**src/hdl/erxd_pkg.sv**
```systemverilog
// shared constants and types of the receive descriptor dma engine
package erxd_pkg;
  // register byte offsets on the axi4-lite slave
  localparam logic [7:0] A_CTRL = 8'h00;
  localparam logic [7:0] A_POLL = 8'h04;
  localparam logic [7:0] A_BASE = 8'h08;
  localparam logic [7:0] A_STAT = 8'h0C;
  localparam logic [7:0] A_IEN = 8'h10;
  localparam logic [7:0] A_WDOG = 8'h14;
  localparam logic [7:0] A_MISS = 8'h18;
  localparam logic [7:0] A_FILT = 8'h1C;
  localparam logic [7:0] A_CUR = 8'h20;
  // control and filter bit positions
  localparam int CTRL_START = 1;
  localparam int CTRL_TS_EN = 2;
  localparam int CTRL_FLUSH_DIS = 24;
  localparam int FILT_RX_ALL = 31;
  // status bit positions
  localparam int ST_RI = 6;
  localparam int ST_RBU = 7;
  localparam int ST_AIS = 15;
  localparam int ST_NIS = 16;
  localparam int ST_MAC_LINE = 26;
  localparam int ST_MAC_MMC = 27;
  localparam int ST_MAC_PMT = 28;
  localparam logic [31:0] NORM_MASK = 32'h1C00_0040;
  localparam logic [31:0] ABN_MASK = 32'h0000_0080;
  // descriptor layout
  localparam int D_OWN = 31;
  localparam int D_ERR = 14;
  localparam int D_FS = 9;
  localparam int D_LS = 8;
  localparam int D1_NO_IRQ = 31;
  localparam int D1_SIZE_MSB = 12;
  localparam logic [31:0] OFF_W6 = 32'h0000_0018;
  localparam logic [31:0] OFF_W7 = 32'h0000_001C;
  // reset values
  localparam logic [31:0] CTRL_RST = 32'h0000_0000;
  localparam logic [31:0] IEN_RST = 32'h0000_0000;
  localparam logic [31:0] BASE_RST = 32'h0000_0000;
  // watchdog unit: one count is this value plus one aclk cycles (25.6 us at 10 MHz)
  localparam logic [7:0] WDOG_UNIT_LAST = 8'hFF;
  localparam logic [1:0] RESP_OKAY = 2'h0;
  localparam logic [1:0] RESP_SLVERR = 2'h2;

  typedef struct packed {
    logic we;
    logic [31:0] addr;
    logic [31:0] wdata;
  } erxd_memreq_t;

  typedef struct packed {
    logic [31:0] data;
    logic sof;
    logic eof;
    logic pass;
  } erxd_beat_t;

  typedef struct packed {
    logic [31:0] word;
    logic ts_ok;
    logic [63:0] ts;
  } erxd_rxstat_t;

  typedef enum logic [4:0] {
    S_STOP, S_FETCH, S_MEMR, S_DECIDE, S_IDLE, S_TAKE, S_MEMW, S_AFTW,
    S_STWAIT, S_TS7, S_W0, S_FINI, S_SUSPIN, S_SUSP, S_GAP
  } erxd_state_t;

  typedef enum logic [2:0] {
    W_START, W_POLL, W_SUSP, W_FULL, W_DONE
  } erxd_why_t;
endpackage

```
**src/hdl/erxd_dma.sv**
```systemverilog
// receive descriptor dma engine with axi4-lite registers
//
// Register access over AXI4-Lite and the register offsets were decided locally.
`timescale 1ns/1ns
module erxd_dma (
  // clock and reset
  input wire logic aclk,
  input wire logic aresetn,
  // axi4-lite slave
  input wire logic [31:0] s_axi_awaddr,
  input wire logic s_axi_awvalid,
  output logic s_axi_awready,
  input wire logic [31:0] s_axi_wdata,
  input wire logic [3:0] s_axi_wstrb,
  input wire logic s_axi_wvalid,
  output logic s_axi_wready,
  output logic [1:0] s_axi_bresp,
  output logic s_axi_bvalid,
  input wire logic s_axi_bready,
  input wire logic [31:0] s_axi_araddr,
  input wire logic s_axi_arvalid,
  output logic s_axi_arready,
  output logic [31:0] s_axi_rdata,
  output logic [1:0] s_axi_rresp,
  output logic s_axi_rvalid,
  input wire logic s_axi_rready,
  // host memory master port
  output erxd_pkg::erxd_memreq_t mem_req,
  output logic mem_valid,
  input wire logic mem_ready,
  input wire logic mem_rvalid,
  input wire logic [31:0] mem_rdata,
  // receive fifo layer
  input wire erxd_pkg::erxd_beat_t fifo_beat,
  input wire logic fifo_valid,
  output logic fifo_ready,
  output logic fifo_flush,
  output logic fifo_drop,
  input wire erxd_pkg::erxd_rxstat_t fifo_stat,
  input wire logic fifo_stat_valid,
  output logic fifo_stat_ack,
  // mac core event pulses and interrupt
  input wire logic mac_line_evt,
  input wire logic mac_mmc_evt,
  input wire logic mac_pmt_evt,
  output logic dma_irq_out
);

  function automatic logic [31:0] merge(input logic [31:0] old,
      input logic [31:0] nw, input logic [3:0] strb);
    logic [31:0] r;
    r = old;
    for (int i = 0; i < 4; i++) begin
      if (strb[i]) r[i*8 +: 8] = nw[i*8 +: 8];
    end
    return r;
  endfunction

  // descriptor word 0 as written back: owner always handed to the host
  function automatic logic [31:0] close_w0(input logic [31:0] stat,
      input logic fs, input logic ls, input logic err);
    logic [31:0] r;
    r = stat;
    r[erxd_pkg::D_OWN] = 1'b0;
    r[erxd_pkg::D_FS] = fs;
    r[erxd_pkg::D_LS] = ls;
    r[erxd_pkg::D_ERR] = stat[erxd_pkg::D_ERR] | err;
    return r;
  endfunction

  // ---------------- axi4-lite slave ----------------
  logic aw_have_q, w_have_q;
  logic [7:0] aw_addr_q;
  logic [31:0] w_data_q;
  logic [3:0] w_strb_q;
  logic wr_fire;
  logic [31:0] rd_word;
  logic rd_ok, wr_ok;
  logic [31:0] ctrl_q, base_q, ien_q, filt_q, st_q, cur_addr_q;
  logic [7:0] wdog_q;
  logic [15:0] miss_q;
  logic poll_q;
  logic nis, ais;

  assign wr_fire = aw_have_q && w_have_q && !s_axi_bvalid;
  assign wr_ok = aw_addr_q inside {erxd_pkg::A_CTRL, erxd_pkg::A_POLL,
      erxd_pkg::A_BASE, erxd_pkg::A_STAT, erxd_pkg::A_IEN,
      erxd_pkg::A_WDOG, erxd_pkg::A_FILT};

  always_ff @(posedge aclk) begin
    if (!aresetn) begin
      aw_have_q <= 1'b0;
      w_have_q <= 1'b0;
      aw_addr_q <= 8'h00;
      w_data_q <= 32'h0000_0000;
      w_strb_q <= 4'h0;
      s_axi_awready <= 1'b1;
      s_axi_wready <= 1'b1;
      s_axi_bvalid <= 1'b0;
      s_axi_bresp <= erxd_pkg::RESP_OKAY;
    end else begin
      if (s_axi_awvalid && s_axi_awready) begin
        aw_have_q <= 1'b1;
        aw_addr_q <= s_axi_awaddr[7:0];
        s_axi_awready <= 1'b0;
      end
      if (s_axi_wvalid && s_axi_wready) begin
        w_have_q <= 1'b1;
        w_data_q <= s_axi_wdata;
        w_strb_q <= s_axi_wstrb;
        s_axi_wready <= 1'b0;
      end
      if (wr_fire) begin
        aw_have_q <= 1'b0;
        w_have_q <= 1'b0;
        s_axi_awready <= 1'b1;
        s_axi_wready <= 1'b1;
        s_axi_bvalid <= 1'b1;
        s_axi_bresp <= wr_ok ? erxd_pkg::RESP_OKAY : erxd_pkg::RESP_SLVERR;
      end else if (s_axi_bvalid && s_axi_bready) begin
        s_axi_bvalid <= 1'b0;
      end
    end
  end

  always_comb begin
    rd_ok = 1'b1;
    unique case (s_axi_araddr[7:0])
      erxd_pkg::A_CTRL: rd_word = ctrl_q;
      erxd_pkg::A_POLL: rd_word = 32'h0000_0000;
      erxd_pkg::A_BASE: rd_word = base_q;
      erxd_pkg::A_STAT: rd_word = st_q | {15'h0000, nis, ais, 15'h0000};
      erxd_pkg::A_IEN: rd_word = ien_q;
      erxd_pkg::A_WDOG: rd_word = {24'h00_0000, wdog_q};
      erxd_pkg::A_MISS: rd_word = {16'h0000, miss_q};
      erxd_pkg::A_FILT: rd_word = filt_q;
      erxd_pkg::A_CUR: rd_word = cur_addr_q;
      default: begin
        rd_word = 32'h0000_0000;
        rd_ok = 1'b0;
      end
    endcase
  end

  always_ff @(posedge aclk) begin
    if (!aresetn) begin
      s_axi_arready <= 1'b1;
      s_axi_rvalid <= 1'b0;
      s_axi_rdata <= 32'h0000_0000;
      s_axi_rresp <= erxd_pkg::RESP_OKAY;
    end else if (s_axi_arvalid && s_axi_arready) begin
      s_axi_arready <= 1'b0;
      s_axi_rvalid <= 1'b1;
      s_axi_rdata <= rd_word;
      s_axi_rresp <= rd_ok ? erxd_pkg::RESP_OKAY : erxd_pkg::RESP_SLVERR;
    end else if (s_axi_rvalid && s_axi_rready) begin
      s_axi_rvalid <= 1'b0;
      s_axi_arready <= 1'b1;
    end
  end

  // software-written configuration
  always_ff @(posedge aclk) begin
    if (!aresetn) begin
      ctrl_q <= erxd_pkg::CTRL_RST;
      base_q <= erxd_pkg::BASE_RST;
      ien_q <= erxd_pkg::IEN_RST;
      filt_q <= 32'h0000_0000;
      wdog_q <= 8'h00;
      poll_q <= 1'b0;
    end else begin
      poll_q <= wr_fire && aw_addr_q == erxd_pkg::A_POLL;
      if (wr_fire) begin
        unique case (aw_addr_q)
          erxd_pkg::A_CTRL: ctrl_q <= merge(ctrl_q, w_data_q, w_strb_q);
          erxd_pkg::A_BASE: base_q <= merge(base_q, w_data_q, w_strb_q);
          erxd_pkg::A_IEN: ien_q <= merge(ien_q, w_data_q, w_strb_q);
          erxd_pkg::A_FILT: filt_q <= merge(filt_q, w_data_q, w_strb_q);
          erxd_pkg::A_WDOG: if (w_strb_q[0]) wdog_q <= w_data_q[7:0];
          default: ;
        endcase
      end
    end
  end

  logic start_en, ts_en, flush_dis, rx_all;
  assign start_en = ctrl_q[erxd_pkg::CTRL_START];
  assign ts_en = ctrl_q[erxd_pkg::CTRL_TS_EN];
  assign flush_dis = ctrl_q[erxd_pkg::CTRL_FLUSH_DIS];
  assign rx_all = filt_q[erxd_pkg::FILT_RX_ALL];

  // ---------------- receive engine ----------------
  erxd_pkg::erxd_state_t state_q, ret_q;
  erxd_pkg::erxd_why_t why_q;
  logic [1:0] idx_q;
  logic [31:0] f_addr_q, f_w1_q, f_w2_q, f_w3_q;
  logic f_own_q;
  logic [31:0] cur_w1_q, cur_w2_q, cur_w3_q;
  logic [13:0] cnt_q;
  logic first_q, eof_q;
  logic ri_set_q, rbu_set_q, wdt_start_q, miss_inc_q;
  logic buf_full;

  assign buf_full = ({1'b0, cnt_q} + 15'h0004) >=
      {2'b00, cur_w1_q[erxd_pkg::D1_SIZE_MSB:0]};

  always_ff @(posedge aclk) begin
    if (!aresetn) begin
      state_q <= erxd_pkg::S_STOP;
      ret_q <= erxd_pkg::S_STOP;
      why_q <= erxd_pkg::W_START;
      idx_q <= 2'h0;
      f_addr_q <= 32'h0000_0000;
      f_w1_q <= 32'h0000_0000;
      f_w2_q <= 32'h0000_0000;
      f_w3_q <= 32'h0000_0000;
      f_own_q <= 1'b0;
      cur_addr_q <= 32'h0000_0000;
      cur_w1_q <= 32'h0000_0000;
      cur_w2_q <= 32'h0000_0000;
      cur_w3_q <= 32'h0000_0000;
      cnt_q <= 14'h0000;
      first_q <= 1'b0;
      eof_q <= 1'b0;
      mem_req <= '0;
      mem_valid <= 1'b0;
      fifo_ready <= 1'b0;
      fifo_flush <= 1'b0;
      fifo_drop <= 1'b0;
      fifo_stat_ack <= 1'b0;
      ri_set_q <= 1'b0;
      rbu_set_q <= 1'b0;
      wdt_start_q <= 1'b0;
      miss_inc_q <= 1'b0;
    end else begin
      fifo_flush <= 1'b0;
      fifo_drop <= 1'b0;
      fifo_stat_ack <= 1'b0;
      ri_set_q <= 1'b0;
      rbu_set_q <= 1'b0;
      wdt_start_q <= 1'b0;
      miss_inc_q <= 1'b0;
      unique case (state_q)
        erxd_pkg::S_STOP: if (start_en) begin
          f_addr_q <= base_q;
          why_q <= erxd_pkg::W_START;
          idx_q <= 2'h0;
          state_q <= erxd_pkg::S_FETCH;
        end
        erxd_pkg::S_FETCH: begin
          mem_valid <= 1'b1;
          mem_req <= '{we: 1'b0, addr: f_addr_q + {28'h000_0000, idx_q, 2'h0},
              wdata: 32'h0000_0000};
          state_q <= erxd_pkg::S_MEMR;
        end
        erxd_pkg::S_MEMR: begin
          if (mem_valid && mem_ready) mem_valid <= 1'b0;
          if (mem_rvalid) begin
            unique case (idx_q)
              2'h0: f_own_q <= mem_rdata[erxd_pkg::D_OWN];
              2'h1: f_w1_q <= mem_rdata;
              2'h2: f_w2_q <= mem_rdata;
              2'h3: f_w3_q <= mem_rdata;
            endcase
            idx_q <= idx_q + 2'h1;
            state_q <= idx_q == 2'h3 ? erxd_pkg::S_DECIDE :
                erxd_pkg::S_FETCH;
          end
        end
        erxd_pkg::S_DECIDE: begin
          cur_addr_q <= f_addr_q;
          if (f_own_q) begin
            cur_w1_q <= f_w1_q;
            cur_w2_q <= f_w2_q;
            cur_w3_q <= f_w3_q;
          end
          unique case (why_q)
            erxd_pkg::W_FULL: begin
              // closing the old descriptor: its address is still cur_addr_q
              mem_valid <= 1'b1;
              mem_req <= '{we: 1'b1, addr: cur_addr_q, wdata: close_w0(
                  32'h0000_0000, first_q, !f_own_q && !flush_dis,
                  !f_own_q && !flush_dis)};
              first_q <= 1'b0;
              cnt_q <= 14'h0000;
              ret_q <= f_own_q ? erxd_pkg::S_TAKE : erxd_pkg::S_SUSPIN;
              state_q <= erxd_pkg::S_MEMW;
            end
            erxd_pkg::W_SUSP: if (f_own_q) begin
              state_q <= erxd_pkg::S_IDLE;
            end else if (flush_dis) begin
              rbu_set_q <= 1'b1;
              state_q <= erxd_pkg::S_SUSP;
            end else begin
              fifo_drop <= 1'b1;
              miss_inc_q <= 1'b1;
              ret_q <= erxd_pkg::S_SUSP;
              state_q <= erxd_pkg::S_GAP;
            end
            default: state_q <= f_own_q ? erxd_pkg::S_IDLE :
                erxd_pkg::S_SUSPIN;
          endcase
        end
        erxd_pkg::S_IDLE: if (!start_en) begin
          state_q <= erxd_pkg::S_STOP;
        end else if (fifo_valid && fifo_beat.sof) begin
          // the fifo layer raises sof only past its threshold or when whole
          if (!fifo_beat.pass && !rx_all) begin
            fifo_drop <= 1'b1;
            ret_q <= erxd_pkg::S_IDLE;
            state_q <= erxd_pkg::S_GAP;
          end else begin
            first_q <= 1'b1;
            cnt_q <= 14'h0000;
            fifo_ready <= 1'b1;
            state_q <= erxd_pkg::S_TAKE;
          end
        end
        erxd_pkg::S_TAKE: if (fifo_valid && fifo_ready) begin
          fifo_ready <= 1'b0;
          eof_q <= fifo_beat.eof;
          mem_valid <= 1'b1;
          mem_req <= '{we: 1'b1, addr: cur_w2_q + {18'h0_0000, cnt_q},
              wdata: fifo_beat.data};
          ret_q <= erxd_pkg::S_AFTW;
          state_q <= erxd_pkg::S_MEMW;
        end
        erxd_pkg::S_MEMW: if (mem_ready) begin
          mem_valid <= 1'b0;
          // ready only after the close write, so no beat lands unseen
          fifo_ready <= ret_q == erxd_pkg::S_TAKE;
          state_q <= ret_q;
        end
        erxd_pkg::S_AFTW: begin
          cnt_q <= cnt_q + 14'h0004;
          if (eof_q) begin
            state_q <= erxd_pkg::S_STWAIT;
          end else if (buf_full) begin
            f_addr_q <= cur_w3_q;
            why_q <= erxd_pkg::W_FULL;
            idx_q <= 2'h0;
            state_q <= erxd_pkg::S_FETCH;
          end else begin
            fifo_ready <= 1'b1;
            state_q <= erxd_pkg::S_TAKE;
          end
        end
        erxd_pkg::S_STWAIT: if (fifo_stat_valid) begin
          if (ts_en) begin
            mem_valid <= 1'b1;
            mem_req <= '{we: 1'b1, addr: cur_addr_q + erxd_pkg::OFF_W6,
                wdata: fifo_stat.ts_ok ? fifo_stat.ts[31:0] :
                32'hFFFF_FFFF};
            ret_q <= erxd_pkg::S_TS7;
            state_q <= erxd_pkg::S_MEMW;
          end else begin
            state_q <= erxd_pkg::S_W0;
          end
        end
        erxd_pkg::S_TS7: begin
          mem_valid <= 1'b1;
          mem_req <= '{we: 1'b1, addr: cur_addr_q + erxd_pkg::OFF_W7,
              wdata: fifo_stat.ts_ok ? fifo_stat.ts[63:32] :
              32'hFFFF_FFFF};
          ret_q <= erxd_pkg::S_W0;
          state_q <= erxd_pkg::S_MEMW;
        end
        erxd_pkg::S_W0: begin
          fifo_stat_ack <= 1'b1;
          mem_valid <= 1'b1;
          mem_req <= '{we: 1'b1, addr: cur_addr_q, wdata: close_w0(
              fifo_stat.word, first_q, 1'b1, 1'b0)};
          ret_q <= erxd_pkg::S_FINI;
          state_q <= erxd_pkg::S_MEMW;
        end
        erxd_pkg::S_FINI: begin
          ri_set_q <= !cur_w1_q[erxd_pkg::D1_NO_IRQ];
          wdt_start_q <= cur_w1_q[erxd_pkg::D1_NO_IRQ];
          f_addr_q <= cur_w3_q;
          why_q <= erxd_pkg::W_DONE;
          idx_q <= 2'h0;
          state_q <= erxd_pkg::S_FETCH;
        end
        erxd_pkg::S_SUSPIN: begin
          rbu_set_q <= 1'b1;
          fifo_flush <= !flush_dis;
          state_q <= erxd_pkg::S_SUSP;
        end
        erxd_pkg::S_SUSP: if (!start_en) begin
          state_q <= erxd_pkg::S_STOP;
        end else if (poll_q || (fifo_valid && fifo_beat.sof)) begin
          // refetch the retained host-owned descriptor
          f_addr_q <= cur_addr_q;
          why_q <= poll_q ? erxd_pkg::W_POLL : erxd_pkg::W_SUSP;
          idx_q <= 2'h0;
          state_q <= erxd_pkg::S_FETCH;
        end
        // one spare cycle lets the fifo retire a dropped frame
        erxd_pkg::S_GAP: state_q <= ret_q;
        default: state_q <= erxd_pkg::S_STOP;
      endcase
    end
  end

  always_ff @(posedge aclk) begin
    if (!aresetn) miss_q <= 16'h0000;
    else if (miss_inc_q) miss_q <= miss_q + 16'h0001;
  end

  // ---------------- receive interrupt watchdog ----------------
  logic [7:0] pre_q, wdt_cnt_q;
  logic wdt_run_q, wdt_fire_q, tick;
  assign tick = pre_q == erxd_pkg::WDOG_UNIT_LAST;

  always_ff @(posedge aclk) begin
    if (!aresetn) begin
      pre_q <= 8'h00;
      wdt_cnt_q <= 8'h00;
      wdt_run_q <= 1'b0;
      wdt_fire_q <= 1'b0;
    end else begin
      pre_q <= pre_q + 8'h01;
      wdt_fire_q <= 1'b0;
      if (ri_set_q) begin
        wdt_run_q <= 1'b0;
      end else if (wdt_start_q && wdog_q != 8'h00) begin
        wdt_run_q <= 1'b1;
        wdt_cnt_q <= wdog_q;
      end else if (wdt_run_q && tick) begin
        wdt_cnt_q <= wdt_cnt_q - 8'h01;
        if (wdt_cnt_q == 8'h01) begin
          wdt_run_q <= 1'b0;
          wdt_fire_q <= 1'b1;
        end
      end
    end
  end

  // ---------------- status and interrupt ----------------
  logic [31:0] st_set, st_clr;
  always_comb begin
    st_set = 32'h0000_0000;
    st_set[erxd_pkg::ST_RI] = ri_set_q || wdt_fire_q;
    st_set[erxd_pkg::ST_RBU] = rbu_set_q;
    st_set[erxd_pkg::ST_MAC_LINE] = mac_line_evt;
    st_set[erxd_pkg::ST_MAC_MMC] = mac_mmc_evt;
    st_set[erxd_pkg::ST_MAC_PMT] = mac_pmt_evt;
    st_clr = (wr_fire && aw_addr_q == erxd_pkg::A_STAT) ?
        merge(32'h0000_0000, w_data_q, w_strb_q) : 32'h0000_0000;
  end

  assign nis = |(st_q & ien_q & erxd_pkg::NORM_MASK);
  assign ais = |(st_q & ien_q & erxd_pkg::ABN_MASK);

  always_ff @(posedge aclk) begin
    if (!aresetn) begin
      st_q <= 32'h0000_0000;
      dma_irq_out <= 1'b0;
    end else begin
      // a new event wins over a clear in the same cycle
      st_q <= ((st_q & ~st_clr) | st_set) &
          (erxd_pkg::NORM_MASK | erxd_pkg::ABN_MASK);
      dma_irq_out <= nis || ais;
    end
  end
endmodule // erxd_dma

```
**config.mk**
```make
export PLATFORM = sky130hd
export DESIGN_NAME = erxd_dma
export DESIGN_NICKNAME = d
export VERILOG_FILES = /design/src/hdl/erxd_pkg.sv /design/src/hdl/erxd_dma.sv
export SDC_FILE = /design/constraint.sdc
export NUM_CORES = 2
export LEC_CHECK = 0
export ABC_AREA = 1
export BUFFER_PORTS_ARGS = -buffer_cell sky130_fd_sc_hd__buf_2
export CAP_MARGIN = 40
export CORE_ASPECT_RATIO = 0.8
export CORE_UTILIZATION = 25
export DETAILED_ROUTE_END_ITERATION = 10
export PLACE_DENSITY = 0.42
export REMOVE_ABC_BUFFERS = 1
export SETUP_SLACK_MARGIN = 0.15
export SLEW_MARGIN = 20
export SYNTH_ARGS = -nofsm -noshare
export SYNTH_HDL_FRONTEND = slang
export SYNTH_SLANG_ARGS = --single-unit
```
**constraint.sdc**
```tcl
create_clock -name aclk -period 3.6 [get_ports aclk]
set_input_delay 0.54 -clock aclk [delete_from_list [all_inputs] [get_ports aclk]]
set_output_delay 0.54 -clock aclk [all_outputs]
set_load 0.05 [all_outputs]
```
==> impl_results.md <==
- Status: finished clean
- M1 wire length: 62800 um
- RePlAce Congestion: 0.9465
- Complex-gate fraction of the synthesized area: 20.87%
- IO Count: 390
- Top Metal Used: met5
- Cell area after layout: 34710 um^2
- Setup TNS: 0 ns
- Final period utilization: 85.78%
- Combinational family with the most area after synthesis: simple AND/OR/NAND/NOR gates
- Met2 routed WL: 54830 um
- Initial drt markers: 2655
- CP Cell Sequence: ha_1 -> nand2_1 -> nor2_1 -> nand2_1 -> nor2_1 -> xor2_1 -> ha_1 -> nand2_1 -> nand2_1 -> nand2_1 -> nand2_1 -> nand2_1 -> nand3_1 -> nor2_2 -> nand3_4 -> buf_4 -> nand4_1 -> nand2_1 -> nor2_1
- CP Launch Type: flop
- Vias in the first global route: 28434
- Post-synthesis simple-gate area fraction: 26.85%
- CP most frequent cell: nand2_1
- Critical Path Sink Type: flop
- Initial Util: 25.39%
- CTS hold repair buffers: 0
- RSZ-0062 raised after global routing: false
- Ratio of cells with drive above 1 in the final layout: 12.79%
- Crit-path max FO: 33
- Max_slew headroom: 45.50%
- Pin count of the biggest net entering global routing: 90
- Worst Skew: 0.04849 ns
- Placed cell areas: 32260 um^2
- P_leak: 13.73 nW
- CP required: 4.17 ns
- Vias: 29834
- Max stage delay cell, worst path: dfxtp_1
- XOR/XNOR share of the synthesized area: 0.7309%
- GR Util All Layers: 21.56%
- First-pass DRT Iterations: 5
- Ys flop type: dfxtp_1
- Fmax: 323.8 MHz
- Largest Register: mem_req
- Pre-CTS setup slack: 0.4011 ns
- Area Growth Syn to Fin: 20.68%
- Worst-path clk slew: 0.07 ns
- Hold Crit Class: in -> reg
- CTS Buf Count: 70
- Pins over their slew limit: 0
- Synth area leaders: dfxtp_1 41%, nand2_1 12%, a21oi_1 9.3%, o21ai_0 8.1%, inv_1 5.6%
- Layout net count: 4894
- Post-synthesis register bit count: 584
- Sequential element share of the synthesized area: 40.65%
- Setup Buffers After CTS: 0
- Syn avg cell area: 6.679 um^2
- Final critical-path setup slack: 0.5118 ns
- Clock latency on the worst-skew pair: 0.67 ns
- Core box area: 113300 um^2
- Initial antenna violation count: 13
- Post-DP HPWL: 96200 um
- Crit Path Category: reg -> reg
- Die height: 305.4 um
- Count of final hold-check violations: 0
- Routed wire per std cell: 21.00 um
- Syn. warnings: 0
- Share of the synthesized area in the top cell type: 40.65%
- IO Port Bufs: 336
- Arrival @ worst endpoint: 3.66 ns
- Slew @ Worst Pin: 0.8167 ns
- Sink Count: 584
- Util after Layout: 30.64%
- Fraction of registers with async set/reset: 0%
- DRC viols: 0
- Grt total ovfl: 0
- Fin cells: 6148
- First-pass GRT wire length: 189200 um
- Max Cap Viol: 0
- Most common cell after layout, fill and taps aside: nand2_1
- Top cell type by total area after synthesis: dfxtp_1
- Root buffer cell: clkbuf_16
- Max reg flops: 65
- Post-route ant nets: 0
- Vias per cell: 4.853
- Die area: 116400 um^2
- Synthesized instance count: 4306
- Row count: 110
- Synth Area in Adders: 1.679%
- CTS tree: yes
- Setup violations, final: 0
- Placed cell count: 6017
- DRT Wirelength: 129100 um
- Worst path max stage delay: 0.38 ns
- Post-CTS sizing: 0
- Post-synthesis mux area share: 0.03480%
- Longest Clk Path Bufs: 3
- H-tree depth: 3
- Die width: 381.2 um
- PD cells: 464.0 nW/um^2
- EDFF count, synth: 0
- Worst VDD drop: 0.2859 mV
- Tmin final: 3.088 ns
- Post-Syn Area: 28760 um^2
- Yosys cell types: 45
- Most frequent cells in the layout: 950 x nand2_1, 584 x dfxtp_1, 535 x a21oi_1, 465 x o21ai_0, 426 x inv_1
- Met3 WL post-DR: 8817 um
==> Yosys cell counts (18+ instances only) <==
master and instances:
a211oi_1 47, a21oi_1 535, buf_2 40, clkbuf_1 183, dfxtp_1 584, ha_1 37
inv_1 426, nand2_1 955, nand3_1 302, nand4_1 109, nor2_1 399, nor3_1 43
o211ai_1 18, o21ai_0 465, o22ai_1 47, xor2_1 20
==> power by group <==
group	total, W	internal [W]	switching [W]	leakage [nW]
logic	0.00175	0.000480	0.00127	7.83
clock network	0.00750	0.00433	0.00317	1.18
registers	0.00686	0.00665	0.000204	4.72
==> worst paths after layout <==
check                                 start                   endpoint  slack, ns  cells after the start
hold reg to reg   cur_w1_q[31]$_SDFFE_PN0P_        ri_set_q$_SDFF_PN0_       0.42                      1
setup reg to reg      cnt_q[3]$_SDFFE_PN0P_  f_addr_q[14]$_SDFFE_PN0P_       0.51                     19
setup / recovery      cnt_q[3]$_SDFFE_PN0P_  f_addr_q[14]$_SDFFE_PN0P_       0.51                     19
hold / removal                 mac_line_evt        st_q[26]$_SDFF_PN0_       0.13                      3
==> worst max-delay path: cells and delay by family (launching register included) <==
kind | cells | cell delay [ns]
buffers and inverters | 1 | 0.33
DFF | 1 | 0.38
xor gates and xnor gates | 1 | 0.24
and+or+nand+nor | 15 | 1.51
adders and majority gates | 2 | 0.50
==> routing by layer <==
metal	vias to the layer above	GRT usage (%)
met5	-	0
met3	128	4.975
met1	14037	31.00
met4	4	4.847
met2	797	32.33
li1	14868	-
==> stage by stage <==
stage | hold WS (ns) | power [W]
2_1_floorplan | 0.4013 | 0.007847
3_3_place_gp | 0.4107 | 0.008738
3_5_place_dp | 0.4081 | 0.008732
4_1_cts | 0.08164 | 0.01631
5_1_grt | 0.1057 | 0.01676
6_report | 0.1294 | 0.01610
==> final cells by class <==
class                           instances  area, um^2
Fill cell                           12686       78560
Multi-Input combinational cell       3044       14520
Sequential cell                       584       11690
Timing Repair Buffer                  433        2515
Clock buffer                           98        2058
Tap cell                             1512        1892
Inverter                              445        1678
Clock inverter                         26       341.6
Antenna cell                            6       15.01
==> kinds of logic after synthesis <==
| logic type | count (synthesis) |
|---|---|
| muxes | 1 |
| DFF | 584 |
| other | 1 |
| xor gates and xnor gates | 24 |
| adders and majority gates | 38 |
| buffers and inverters | 680 |
| and+or+nand+nor | 1837 |
| AOI/OAI and AO/OA | 1141 |
No activity file was read; power rests on OpenSTA's default activity.
